--- config.mk ---
export PLATFORM = sky130hd
export DESIGN_NAME = amp_core
export DESIGN_NICKNAME = d
export VERILOG_FILES = /design/src/amp_pkg.sv /design/src/amp_if.sv /design/src/amp_core.sv /design/src/amp_pc_calc.sv /design/src/amp_ptr_bank.sv
export SDC_FILE = /design/constraint.sdc
export NUM_CORES = 1
export LEC_CHECK = 0
export CORE_AREA = 2 2 130 132
export CTS_CLUSTER_DIAMETER = 60
export DETAILED_ROUTE_END_ITERATION = 8
export DIE_AREA = 0 0 132 134
export DONT_BUFFER_PORTS = 1
export HOLD_SLACK_MARGIN = 0.1
export PLACE_DENSITY_LB_ADDON = 0.1
export SKIP_LAST_GASP = 1
export SLEW_MARGIN = 30
export SYNTH_ARGS = -nofsm -noshare
export SYNTH_HDL_FRONTEND = slang
export SYNTH_SLANG_ARGS = --single-unit
export TNS_END_PERCENT = 30
--- constraint.sdc ---
create_clock -name clk -period 7.9 [get_ports clk]
set_clock_uncertainty 0.15 [all_clocks]
set_input_delay 1.58 -clock clk [delete_from_list [all_inputs] [get_ports clk]]
set_output_delay 1.58 -clock clk [all_outputs]
set_load 0.05 [all_outputs]
--- src/amp_pkg.sv ---
// Shared constants and types for the operand address and program counter block
package amp_pkg;

  // Widths
  localparam int AMP_PC_W   = 15;
  localparam int AMP_DATA_W = 8;

  // Mapped pointer addresses and register class base
  localparam logic [7:0] AMP_ADDR_X    = 8'hfc;
  localparam logic [7:0] AMP_ADDR_SP   = 8'hfd;
  localparam logic [7:0] AMP_ADDR_B    = 8'hfe;
  localparam logic [7:0] AMP_REG_CLASS = 8'hf0;

  // Reset values
  localparam logic [7:0]  AMP_PTR_RST = 8'h00;
  localparam logic [7:0]  AMP_ACC_RST = 8'h00;
  localparam logic [14:0] AMP_PC_RST  = 15'h0000;

  // Short load clears the high nibble to this value
  localparam logic [3:0] AMP_SHORT_HI = 4'h0;

  // Instruction lengths in bytes, added to the program counter
  localparam logic [14:0] AMP_LEN1 = 15'h0001;
  localparam logic [14:0] AMP_LEN2 = 15'h0002;

  // Decoded operations handed to the block
  typedef enum logic [3:0] {
    AMP_OP_NOP           = 4'h0,
    AMP_OP_LOAD_DIRECT   = 4'h1,
    AMP_OP_LOAD_POINTER  = 4'h2,
    AMP_OP_XCHG_POINTER  = 4'h3,
    AMP_OP_LOAD_IMM      = 4'h4,
    AMP_OP_LOAD_B_SHORT  = 4'h5,
    AMP_OP_TABLE_LOAD    = 4'h6,
    AMP_OP_RELATIVE_JUMP = 4'h7,
    AMP_OP_ABSOLUTE_JUMP = 4'h8,
    AMP_OP_LONG_JUMP     = 4'h9,
    AMP_OP_INDIRECT_JUMP = 4'ha,
    AMP_OP_SET_BIT       = 4'hb,
    AMP_OP_CLEAR_BIT     = 4'hc,
    AMP_OP_TEST_BIT      = 4'hd
  } amp_op_t;

  // Pointer post-modify choice
  typedef enum logic [1:0] {
    AMP_MOD_NONE = 2'h0,
    AMP_MOD_INC  = 2'h1,
    AMP_MOD_DEC  = 2'h2
  } amp_mod_t;

  // Sequencer states, one-hot
  typedef enum logic [4:0] {
    AMP_S_IDLE = 5'b00001,
    AMP_S_DREQ = 5'b00010,
    AMP_S_DGET = 5'b00100,
    AMP_S_PREQ = 5'b01000,
    AMP_S_PGET = 5'b10000
  } amp_state_t;

endpackage : amp_pkg

--- src/amp_if.sv ---
// Interfaces between the sequencer and its pointer and target helpers
`timescale 1ns/1ps
`default_nettype none

// Pointer bank access
interface amp_ptr_if;
  logic       wr_en;     // Mapped data write
  logic [7:0] wr_addr;   // Its address
  logic [7:0] wr_data;   // Its data
  logic       short_en;  // Short immediate load of first pointer
  logic [3:0] short_val; // Nibble for it
  logic       mod_en;    // Post-modify request
  logic       mod_sel;   // 0 first pointer, 1 second pointer
  logic       mod_dec;   // 1 decrement, 0 increment
  logic [7:0] b;         // First pointer
  logic [7:0] x;         // Second pointer
  logic [7:0] sp;        // Stack pointer
  modport owner (input wr_en, wr_addr, wr_data, short_en, short_val, mod_en, mod_sel,
                 mod_dec, output b, x, sp);
  modport user  (output wr_en, wr_addr, wr_data, short_en, short_val, mod_en, mod_sel,
                 mod_dec, input b, x, sp);
endinterface : amp_ptr_if

// Program counter target arithmetic
interface amp_pc_if;
  logic [14:0] pc;       // Current program counter
  logic [5:0]  disp;     // Relative displacement field
  logic [14:0] word;     // Address word from instruction
  logic [7:0]  acc;      // Accumulator
  logic [14:0] seq1;     // Next after one byte
  logic [14:0] seq2;     // Next after two bytes
  logic [14:0] rel;      // Relative target
  logic [14:0] abs;      // Absolute target
  logic [14:0] tbl;      // Table pointer
  modport calc (input pc, disp, word, acc, output seq1, seq2, rel, abs, tbl);
  modport user (output pc, disp, word, acc, input seq1, seq2, rel, abs, tbl);
endinterface : amp_pc_if

`default_nettype wire

--- src/amp_core.sv ---
// Operand address generation and program counter update sequencer
`timescale 1ns/1ps
`default_nettype none

module amp_core
  import amp_pkg::*;
(
  // Clock and reset
  input  wire logic        clk,
  input  wire logic        sys_rst,

  // Decoded instruction request
  input  wire logic        cmd_valid,
  input  wire amp_op_t     cmd_op,
  input  wire logic [7:0]  cmd_byte,
  input  wire logic [14:0] cmd_word,
  input  wire logic [5:0]  cmd_disp,
  input  wire logic [3:0]  cmd_nibble,
  input  wire logic        cmd_ptr_sel,
  input  wire amp_mod_t    cmd_mod,
  input  wire logic [2:0]  cmd_bit,
  output logic             cmd_ready,
  output logic             done,
  output logic             bit_true,

  // Architectural state
  output logic [7:0]       pc_upper_byte,
  output logic [7:0]       pc_lower_byte,
  output logic [7:0]       acc,
  output logic [7:0]       ptr_b,
  output logic [7:0]       ptr_x,
  output logic [7:0]       ptr_sp,

  // Data memory
  output logic [7:0]       dmem_addr,
  output logic             dmem_rd,
  output logic             dmem_wr,
  output logic [7:0]       dmem_wdata,
  output logic             dmem_reg_class,
  input  wire logic [7:0]  dmem_rdata,

  // Program memory
  output logic [14:0]      pmem_addr,
  output logic             pmem_rd,
  input  wire logic [7:0]  pmem_rdata
);

  // All sequencer state
  typedef struct packed {
    amp_state_t  state;      // Sequencer state
    amp_op_t     op;         // Operation in flight
    logic        ptr_sel;    // Pointer in use
    amp_mod_t    mod;        // Its post-modify
    logic [2:0]  bitn;       // Bit number for bit ops
    logic [14:0] pc;         // Program counter
    logic [7:0]  acc;        // Accumulator
    logic        ready;      // Request may be taken
    logic        done;      // Completion pulse
    logic        bit_true;   // Last bit test result

    logic [7:0]  dmem_addr;  // Data address
    logic        dmem_rd;    // Data read strobe
    logic        dmem_wr;    // Data write strobe
    logic [7:0]  dmem_wdata; // Data write value
    logic        reg_class;  // Address lies in register class

    logic [14:0] pmem_addr;  // Program address
    logic        pmem_rd;    // Program read strobe
  } amp_core_st_t;

  amp_core_st_t r;       // Registered state
  amp_core_st_t next_r;  // Next value

  amp_ptr_if ptr ();     // Pointer bank link
  amp_pc_if  pcx ();     // Target arithmetic link

  logic [7:0] rdata;     // Data read, mapped pointers folded in
  logic [7:0] ind_addr;  // Address from the chosen pointer

  // Pointer bank holds the three mapped pointers
  amp_ptr_bank u_ptr (
    .clk     (clk),
    .sys_rst (sys_rst),
    .pif     (ptr.owner)
  );

  // Jump targets and table pointer
  amp_pc_calc u_pc (
    .cif (pcx.calc)
  );

  // Feed the target arithmetic from current state and the request fields
  assign pcx.pc   = r.pc;
  assign pcx.disp = cmd_disp;
  assign pcx.word = cmd_word;
  assign pcx.acc  = r.acc;

  // Pointer-indirect address from first or second pointer
  assign ind_addr = cmd_ptr_sel ? ptr.x : ptr.b;

  // Mapped pointers answer from the bank; everything else from memory
  always_comb begin
    unique case (r.dmem_addr)
      AMP_ADDR_X:  rdata = ptr.x;
      AMP_ADDR_SP: rdata = ptr.sp;
      AMP_ADDR_B:  rdata = ptr.b;
      default:     rdata = dmem_rdata;
    endcase
  end

  // Next-state logic for sequencer, memories and pointer requests
  always_comb begin
    next_r            = r;
    next_r.done       = 1'b0;
    next_r.dmem_rd    = 1'b0;
    next_r.dmem_wr    = 1'b0;
    next_r.pmem_rd    = 1'b0;
    ptr.wr_en         = 1'b0;
    ptr.wr_addr       = r.dmem_addr;
    ptr.wr_data       = 8'h00;
    ptr.short_en      = 1'b0;
    ptr.short_val     = cmd_nibble;
    ptr.mod_en        = 1'b0;
    ptr.mod_sel       = r.ptr_sel;
    ptr.mod_dec       = (r.mod == AMP_MOD_DEC);

    unique case (r.state)
      // Waiting for a request
      AMP_S_IDLE: begin
        if (cmd_valid && r.ready) begin
          next_r.op      = cmd_op;
          next_r.ptr_sel = cmd_ptr_sel;
          next_r.mod     = cmd_mod;
          next_r.bitn    = cmd_bit;
          next_r.ready   = 1'b0;
          unique case (cmd_op)
            // Direct operand: address is the instruction byte
            AMP_OP_LOAD_DIRECT, AMP_OP_SET_BIT, AMP_OP_CLEAR_BIT, AMP_OP_TEST_BIT: begin
              next_r.dmem_addr = cmd_byte;
              next_r.reg_class = (cmd_byte >= AMP_REG_CLASS);
              next_r.dmem_rd   = 1'b1;
              next_r.state     = AMP_S_DREQ;
            end

            // Pointer operand
            AMP_OP_LOAD_POINTER, AMP_OP_XCHG_POINTER: begin
              next_r.dmem_addr = ind_addr;
              next_r.reg_class = (ind_addr >= AMP_REG_CLASS);
              next_r.dmem_rd   = 1'b1;
              next_r.state     = AMP_S_DREQ;
            end

            // Immediate byte follows the opcode
            AMP_OP_LOAD_IMM: begin
              next_r.pmem_addr = pcx.seq1;
              next_r.pmem_rd   = 1'b1;
              next_r.state     = AMP_S_PREQ;
            end

            // Table read or indirect jump through the accumulator
            AMP_OP_TABLE_LOAD, AMP_OP_INDIRECT_JUMP: begin
              next_r.pmem_addr = pcx.tbl;
              next_r.pmem_rd   = 1'b1;
              next_r.state     = AMP_S_PREQ;
            end

            // Short load finishes in the request cycle
            AMP_OP_LOAD_B_SHORT: begin
              ptr.short_en = 1'b1;
              next_r.pc    = pcx.seq1;
              next_r.done  = 1'b1;
              next_r.ready = 1'b1;
            end

            // Relative jump; a field of zero is plus one and simply falls through
            AMP_OP_RELATIVE_JUMP: begin
              next_r.pc    = pcx.rel;
              next_r.done  = 1'b1;
              next_r.ready = 1'b1;
            end

            // Absolute jump stays in its page
            AMP_OP_ABSOLUTE_JUMP: begin
              next_r.pc    = pcx.abs;
              next_r.done  = 1'b1;
              next_r.ready = 1'b1;
            end

            // Long jump takes all fifteen bits
            AMP_OP_LONG_JUMP: begin
              next_r.pc    = cmd_word;
              next_r.done  = 1'b1;
              next_r.ready = 1'b1;
            end

            // No operation and unknown codes step past one byte
            default: begin
              next_r.pc    = pcx.seq1;
              next_r.done  = 1'b1;
              next_r.ready = 1'b1;
            end
          endcase
        end
      end

      // Data strobe is on the pins this cycle
      AMP_S_DREQ: begin
        next_r.state = AMP_S_DGET;
      end

      // Data returned; finish the operation
      AMP_S_DGET: begin
        next_r.state = AMP_S_IDLE;
        next_r.ready = 1'b1;
        next_r.done  = 1'b1;
        unique case (r.op)
          AMP_OP_LOAD_DIRECT: begin
            // Opcode and address byte
            next_r.acc = rdata;
            next_r.pc  = pcx.seq2;
          end

          AMP_OP_LOAD_POINTER: begin
            next_r.acc = rdata;
            next_r.pc  = pcx.seq1;
            ptr.mod_en = (r.mod != AMP_MOD_NONE);
          end

          AMP_OP_XCHG_POINTER: begin
            // Accumulator goes out, memory comes in
            next_r.acc        = rdata;
            next_r.dmem_wr    = 1'b1;
            next_r.dmem_wdata = r.acc;
            ptr.wr_en         = 1'b1;
            ptr.wr_data       = r.acc;
            next_r.pc         = pcx.seq1;
            // A mapped write to the same pointer overrides its modify
            ptr.mod_en        = (r.mod != AMP_MOD_NONE);
          end

          AMP_OP_SET_BIT: begin
            // Read-modify-write of a single bit
            next_r.dmem_wr    = 1'b1;
            next_r.dmem_wdata = rdata | (8'h01 << r.bitn);
            ptr.wr_en         = 1'b1;
            ptr.wr_data       = rdata | (8'h01 << r.bitn);
            next_r.pc         = pcx.seq2;
          end

          AMP_OP_CLEAR_BIT: begin
            next_r.dmem_wr    = 1'b1;
            next_r.dmem_wdata = rdata & ~(8'h01 << r.bitn);
            ptr.wr_en         = 1'b1;
            ptr.wr_data       = rdata & ~(8'h01 << r.bitn);
            next_r.pc         = pcx.seq2;
          end

          AMP_OP_TEST_BIT: begin
            next_r.bit_true = rdata[r.bitn];
            next_r.pc       = pcx.seq2;
          end
          default: begin
            next_r.pc = pcx.seq1;
          end
        endcase
      end

      // Program strobe is on the pins this cycle
      AMP_S_PREQ: begin
        next_r.state = AMP_S_PGET;
      end

      // Program byte returned
      AMP_S_PGET: begin
        next_r.state = AMP_S_IDLE;
        next_r.ready = 1'b1;
        next_r.done  = 1'b1;
        unique case (r.op)
          AMP_OP_LOAD_IMM: begin
            next_r.acc = pmem_rdata;
            next_r.pc  = pcx.seq2;
          end

          AMP_OP_TABLE_LOAD: begin
            // Low byte was never overwritten, so restoring it is free
            next_r.acc = pmem_rdata;
            next_r.pc  = pcx.seq1;
          end

          AMP_OP_INDIRECT_JUMP: begin
            next_r.pc = {r.pc[14:8], pmem_rdata};
          end
          default: begin
            next_r.pc = pcx.seq1;
          end
        endcase
      end

      // Illegal one-hot code recovers to idle
      default: begin
        next_r.state = AMP_S_IDLE;
        next_r.ready = 1'b1;
      end
    endcase
  end

  // State register with synchronous reset
  always_ff @(posedge clk) begin
    if (sys_rst) begin
      r            <= '0;
      r.state      <= AMP_S_IDLE;
      r.op         <= AMP_OP_NOP;
      r.mod        <= AMP_MOD_NONE;
      r.pc         <= AMP_PC_RST;
      r.acc        <= AMP_ACC_RST;
      r.ready      <= 1'b1;
    end else begin
      r <= next_r;
    end
  end

  // Outputs straight from flops; top bit of the upper byte is unused
  assign cmd_ready      = r.ready;
  assign done           = r.done;
  assign bit_true       = r.bit_true;
  assign pc_upper_byte  = {1'b0, r.pc[14:8]};
  assign pc_lower_byte  = r.pc[7:0];
  assign acc            = r.acc;

  assign ptr_b          = ptr.b;
  assign ptr_x          = ptr.x;
  assign ptr_sp         = ptr.sp;

  assign dmem_addr      = r.dmem_addr;
  assign dmem_rd        = r.dmem_rd;
  assign dmem_wr        = r.dmem_wr;
  assign dmem_wdata     = r.dmem_wdata;
  assign dmem_reg_class = r.reg_class;

  assign pmem_addr      = r.pmem_addr;
  assign pmem_rd        = r.pmem_rd;

endmodule : amp_core

`default_nettype wire

--- src/amp_pc_calc.sv ---
// Program counter target arithmetic, no state
`timescale 1ns/1ps
`default_nettype none

module amp_pc_calc
  import amp_pkg::*;
(
  // Sequencer side
  amp_pc_if.calc cif
);

  // Field holds distance minus one, so -32..31 covers -31..+32
  assign cif.rel  = cif.pc + {{9{cif.disp[5]}}, cif.disp} + AMP_LEN1;
  // Upper three bits kept: target stays in the current 4 kbyte page
  assign cif.abs  = {cif.pc[14:12], cif.word[11:0]};
  // Accumulator stands in for the low byte while reading the table
  assign cif.tbl  = {cif.pc[14:8], cif.acc};
  // Sequential successors
  assign cif.seq1 = cif.pc + AMP_LEN1;
  assign cif.seq2 = cif.pc + AMP_LEN2;

endmodule : amp_pc_calc

`default_nettype wire

--- src/amp_ptr_bank.sv ---
// Pointer bank: first pointer, second pointer and stack pointer
`timescale 1ns/1ps
`default_nettype none

module amp_ptr_bank
  import amp_pkg::*;
(
  // Clock and reset
  input wire logic clk,
  input wire logic sys_rst,
  // Sequencer side
  amp_ptr_if.owner pif
);

  // All pointer state
  typedef struct packed {
    logic [7:0] b;
    logic [7:0] x;
    logic [7:0] sp;
  } amp_ptr_st_t;

  amp_ptr_st_t r;       // Registered pointers
  amp_ptr_st_t next_r;  // Next value

  // Modify first, then short load, then mapped write, so a write wins
  always_comb begin
    next_r = r;
    if (pif.mod_en) begin
      // 8-bit add wraps on its own; no flag is touched
      if (pif.mod_sel) begin
        next_r.x = pif.mod_dec ? r.x - 8'h01 : r.x + 8'h01;
      end else begin
        next_r.b = pif.mod_dec ? r.b - 8'h01 : r.b + 8'h01;
      end
    end
    if (pif.short_en) begin
      next_r.b = {AMP_SHORT_HI, pif.short_val};
    end
    if (pif.wr_en) begin
      // Pointers live in data space like any register
      unique case (pif.wr_addr)
        AMP_ADDR_X:  next_r.x  = pif.wr_data;
        AMP_ADDR_SP: next_r.sp = pif.wr_data;
        AMP_ADDR_B:  next_r.b  = pif.wr_data;
        default:     next_r    = next_r;
      endcase
    end
  end

  // State register
  always_ff @(posedge clk) begin
    if (sys_rst) begin
      r <= '{b: AMP_PTR_RST, x: AMP_PTR_RST, sp: AMP_PTR_RST};
    end else begin
      r <= next_r;
    end
  end

  // Pointer values straight from flops
  assign pif.b  = r.b;
  assign pif.x  = r.x;
  assign pif.sp = r.sp;

endmodule : amp_ptr_bank

`default_nettype wire
# After elaboration in Yosys (flattened, before gate mapping)
# Index checks and enable logic that the tools add are counted.
# word_totals
reg_bits,100
inputBits,62
elab_cells,154
# op_classes
addsub,8
magnitude_cmp,3
n_eq_ne,38
shift,1
mux,41
bitwise,7
reduce_logical,34
# op_table
cell,n
$mux W8,12
$pmux W15 S4,1
$pmux W8 S3,2
$pmux W15 S3,1
$eq A4 B4 Y1 const B,10
$pmux W16 S2,1
$add A15 B1 Y15 const B,2
$mux W30,1
$pmux W15 S2,1
$pmux W9 S3,1
$eq A4 B3 Y1 const B,6
$eq A8 B8 Y1 const B,3
$mux W24,1
$pmux W9 S2,1
$add A8 B1 Y8 const B,2
$eq A4 B2 Y1 const B,4
$ge A8 B8 Y1 const B,2
$mux W16,1
$pmux W8 S2,1
$sub A8 B1 Y8 const B,2
$add A15 B15 Y15,1
$add A15 B2 Y15 const B,1
$mux W15,1
$pmux W5 S3,1
32 further kinds,73

# Depth between registers and ports, before layout
# logic_depth
ltp_word,8
depth_mapped,11

# Cells and area by module
# From an unflattened synthesis, not the netlist that was laid out.
# unflattened
cells_unflattened,1107
area_unflattened_um2,8557.0
# modules_own_cells
module,instances,cells_each,area_per_inst_um2,seq_area_each_um2
amp_core,1,711,5487.8,1521.5
amp_ptr_bank,1,212,1729.2,480.5
amp_pc_calc,1,184,1340.0,0.0

# Least setup slack after synthesis
# OpenSTA, ideal clock, no wires.
# synth_timing
path_type,in2reg
start,input cmd_disp[0]
end,register pcx.pc[14] (netlist name)
setup_time_ns,0.119
arrival_ns,3.450
required_ns,7.631
slack_ns,4.181
cell_stages,11
cell_sequence,inv_1 ha_1 inv_1 fa_1 a21o_1 a21oi_1 o211ai_1 a21oi_1 xnor2_1 a221o_1 o221a_1
# synth_via
elab_chain_len,5
# synth_lines
item,line_no,source
"start, declared",amp_core.sv:17,"input wire logic [5:0] cmd_disp,"
$add A15 B15 Y15,amp_pc_calc.sv:13,"assign cif.rel = cif.pc + {{9{cif.disp[5]}}, cif.disp} + AMP_LEN1;"
$add A15 B1 Y15,amp_pc_calc.sv:13,
$pmux W15 S4,amp_core.sv:136,unique case (cmd_op)
$mux W30,amp_core.sv:130,if (cmd_valid && r.ready) begin
$pmux W15 S3,amp_core.sv:127,unique case (r.state)
# Every way passes these cells. The select of a mux whose other input is x is not followed.
# A chain may end at the register's enable or synchronous reset.

# Worst setup path in the final report
# layout_timing
start,register r (netlist bit dmem_addr[7])
end,register u_ptr.r (netlist bit u_ptr.pif.b[1])
# layout_via
elab_chain_len,7
word_cells_on_any_way,10
# layout_lines
item,line_no,source
"start, declared",amp_core.sv:71,amp_core_st_t r;
"start signal, assigned",amp_core.sv:318,r <= next_r;
"$eq A8 B8 Y1, on equally long branches","amp_core.sv:103, amp_ptr_bank.sv:41",
$pmux W8 S3,amp_core.sv:103,unique case (r.dmem_addr)
$and A8 B8 Y8 or $or A8 B8 Y8 (tied branches),"amp_core.sv:254, amp_core.sv:246",
$pmux W8 S3,amp_core.sv:216,unique case (r.op)
$mux W8,amp_core.sv:127,
$mux W8 *,amp_ptr_bank.sv:41,unique case (pif.wr_addr)
$mux W24 *,amp_ptr_bank.sv:39,if (pif.wr_en) begin
"end signal, assigned",amp_ptr_bank.sv:53,"r <= '{b: AMP_PTR_RST, x: AMP_PTR_RST, sp: AMP_PTR_RST};"
"end signal, assigned",amp_ptr_bank.sv:55,r <= next_r;
"end, declared",amp_ptr_bank.sv:22,amp_ptr_st_t r;
# Mark *: on every way between the ends. The rest lies on a longest branch, timed or not.

==> flow_summary.ini <==
[run_status]
outcome = completed

[cells_and_area]
antennaDiodeCount = 0
drive_gt1_share_pct = 5.48
num-fill-cells = 1674
layout_commonest_cell = nor2_1
final_nets = 1073
stdcell_count = 1205
final_cell_mix = nor2_1, nand2_1, dfxtp_1, a21oi_1, o21ai_0
area_growth_syn_to_layout_pct = -1.16

[synthesis]
syn_area_um2 = 7980
syn_nets = 1182
synth_cells = 1089
seq_area_frac_synth_pct = 25.1
synth_seq_cells = 100
synthArstFlopShare_pct = 0
post_synth.cell_area_avg_um2 = 7.32
synth_top_area_share_pct = 25.1
synth_edf_count = 0
ys_top_cells_by_area = dfxtp_1, nor2_1, buf_4
yosys.area.top_type = dfxtp_1
synthFlopType = dfxtp_1
ys_warn_count = 0
synth.distinct_cells = 82

[clocking]
max-clock-path-buffers = 2
cts_resized = 0
clock_sinks = 100
tritoncts = built
worstSkewPairLatency_ns = 0.36
clkTransAtPathRegs_ns = 0.07
cts_buffers = 9
holdBufCountCts = 0
cts-htree-levels = 3
post-cts-setup-buffer-count = 0
root_buffer = clkbuf_16

[sta]
rsz0062_at_grt = false
holdWs_ns = 0.314
finalSetupViolations = 0
hold_viol = 0
finalSetupTns_ns = 0
worst_pin_slew_ns = 1.05
max_slew_margin_pct = 29.6
fin_crit_sh_pct = 47.4
max_clock_freq_ghz = 0.267
drv_slew = 0
min_period_ns = 3.75

[setup_path]
critPathLaunchType = register
path_class = reg -> reg
path_max_fanout = 11
critPathArrivalTime_ns = 3.87
startpoint = dmem_addr[7]$_SDFFE_PP0P_
r2r_slack_ns = 4.15
cp_data_required_time_ns = 8.02
reg2reg_from = dmem_addr[7]$_SDFFE_PP0P_
endpoint_kind = register

[power]
intPower_uw = 828
cellPowerDensity_nw_per_um2 = 158
switchingPower_uw = 418
power_frac_clock_pct = 35.8
p_seq_share_pct = 46.7
peakVddDrop_mv = 0.120
p_leak_uw = 0.00266
p_comb_share_pct = 17.5
sw_frac_of_total_pct = 33.6

[die]
die_y_um = 134
initial_core_util_pct = 49.0
dieArea_um2 = 17700
fp.coreArea_um2 = 16300
row_count = 47
ioPinCount = 148
dieWidth_um = 132

[route]
drtPass1Iterations = 5
viasPerCell = 6.33
drc_errors = 0
drt_iter0_drc = 851
post_drt_wl_per_cell_um = 21.5
vias = 7629
wl_mm = 25.9
drtAntennaViolNets = 0

[global_route]
grt_pass1_vias = 6849
antenna_found_initial = 0
grt_usage_pct = 28.7
grt_pass1_wl_mm = 40.2
grt_start_max_net_pins = 92
overflow = 0

[worst_hold_path]
min_from = r[64]$_SDFFE_PP0P_
hold_class = reg -> reg

[job]
cap_violations = 0

[placement]
finalWeightedCongestion = 0.956
dpl.hpwl_mm = 19.3
portBuffers = 0
placed_cells = 1189
-- registers in the layout (all words and copies together), names as in the netlist --
name	count
u_ptr.pif.sp	8
pcx.pc	15
dmem_wdata	8
pmem_rd	1
done	1
ptr.mod_sel	1
bit_true	1
u_ptr.pif.b	8
r	14
cmd_ready	1
dmem_rd	1
u_ptr.pif.x	8
acc	8
dmem_addr	8
dmem_wr	1
pmem_addr	15
dmem_reg_class	1
-- path summary, 6_finish.rpt --
kind	end	cells after the start
min reg2reg	r[64]$_SDFFE_PP0P_	2
min	r[64]$_SDFFE_PP0P_	2
max	u_ptr.pif.b[1]$_SDFF_PP0_	7
max reg2reg	u_ptr.pif.b[1]$_SDFF_PP0_	7
-- metal layers --
metal,routed length (µm),track usage [%]
met1,12000,41.8
met2,10900,40.9
met3,2640,8.99
met4,405,6.88
met5,0,0
-- through the flow --
step / area [µm²] / worst slack, ns / util [%] / power (µW)
CTS: 7880 / 4.24 / 48.4 / 1250
global placement: 7590 / 3.96 / 46.6 / 805
global route: 7880 / 4.04 / 48.4 / 1300
floorplan: 7980 / 4.18 / - / 773
finish: 7880 / 4.15 / 48.4 / 1250
detailed placement: 7590 / 3.94 / 46.6 / 806
-- power groups by stage --
stage / registers, µW / logic, µW / clock network, µW
after floorplan: 548 / 225 / 0
after global placement: 593 / 212 / 0
after detailed placement: 593 / 213 / 0
after CTS: 581 / 214 / 455
after global routing: 585 / 242 / 470
final: 583 / 218 / 446
-- worst max-delay path: stages, from the launching register on --
cell,delay [ns]
dfxtp_1,0.67
nand4_1,0.64
nor3_2,0.66
a221oi_1,0.29
and3_1,0.25
o22ai_1,0.55
nand2_1,0.20
a21oi_1,0.24
-- cell usage after synthesis, types with 6 or more instances --
library cell / count
a21oi_1: 85
xor2_1: 15
nand4_1: 12
a21o_1: 6
a31oi_1: 12
and3_1: 14
buf_4: 57
clkbuf_1: 49
o21ai_0: 66
a221oi_1: 12
xnor2_1: 24
o41ai_1: 6
o21a_1: 10
mux2_2: 10
nor2_1: 136
inv_1: 30
o211ai_1: 15
mux2i_1: 13
dfxtp_1: 100
o22ai_1: 11
nor3_1: 27
buf_2: 18
nand2b_1: 10
a211oi_1: 30
nor2b_1: 12
or3_1: 8
nand2_1: 107
nand3_1: 40
ha_1: 28
a22oi_1: 22
-- logic make-up (layout without fill, tap and decap cells) --
logic type      Yosys count  in the layout  synth area share, %
compound gates          326            326                 26.7
simple gates            412            412                 25.2
xor+xnor                 39             39                 4.28
other cells               1              1               0.0470
fa+ha+maj                31             31                 5.15
flops                   100            100                 25.1
buf+inv                 157             53                 10.5
mux                      23             23                 3.04
-- area by class of cell --
cell class                 instances  area (µm²)  area share, %
timing repair buffer               7        52.6          0.667
inverter                          30         113           1.43
multi-input combinational        832        5150           65.4
clock inverter                     5        45.0          0.571
clock buffer                      11         243           3.08
sequential                       100        2000           25.4
tap                              220         275           3.49
Power figures use the tool's default switching activity.
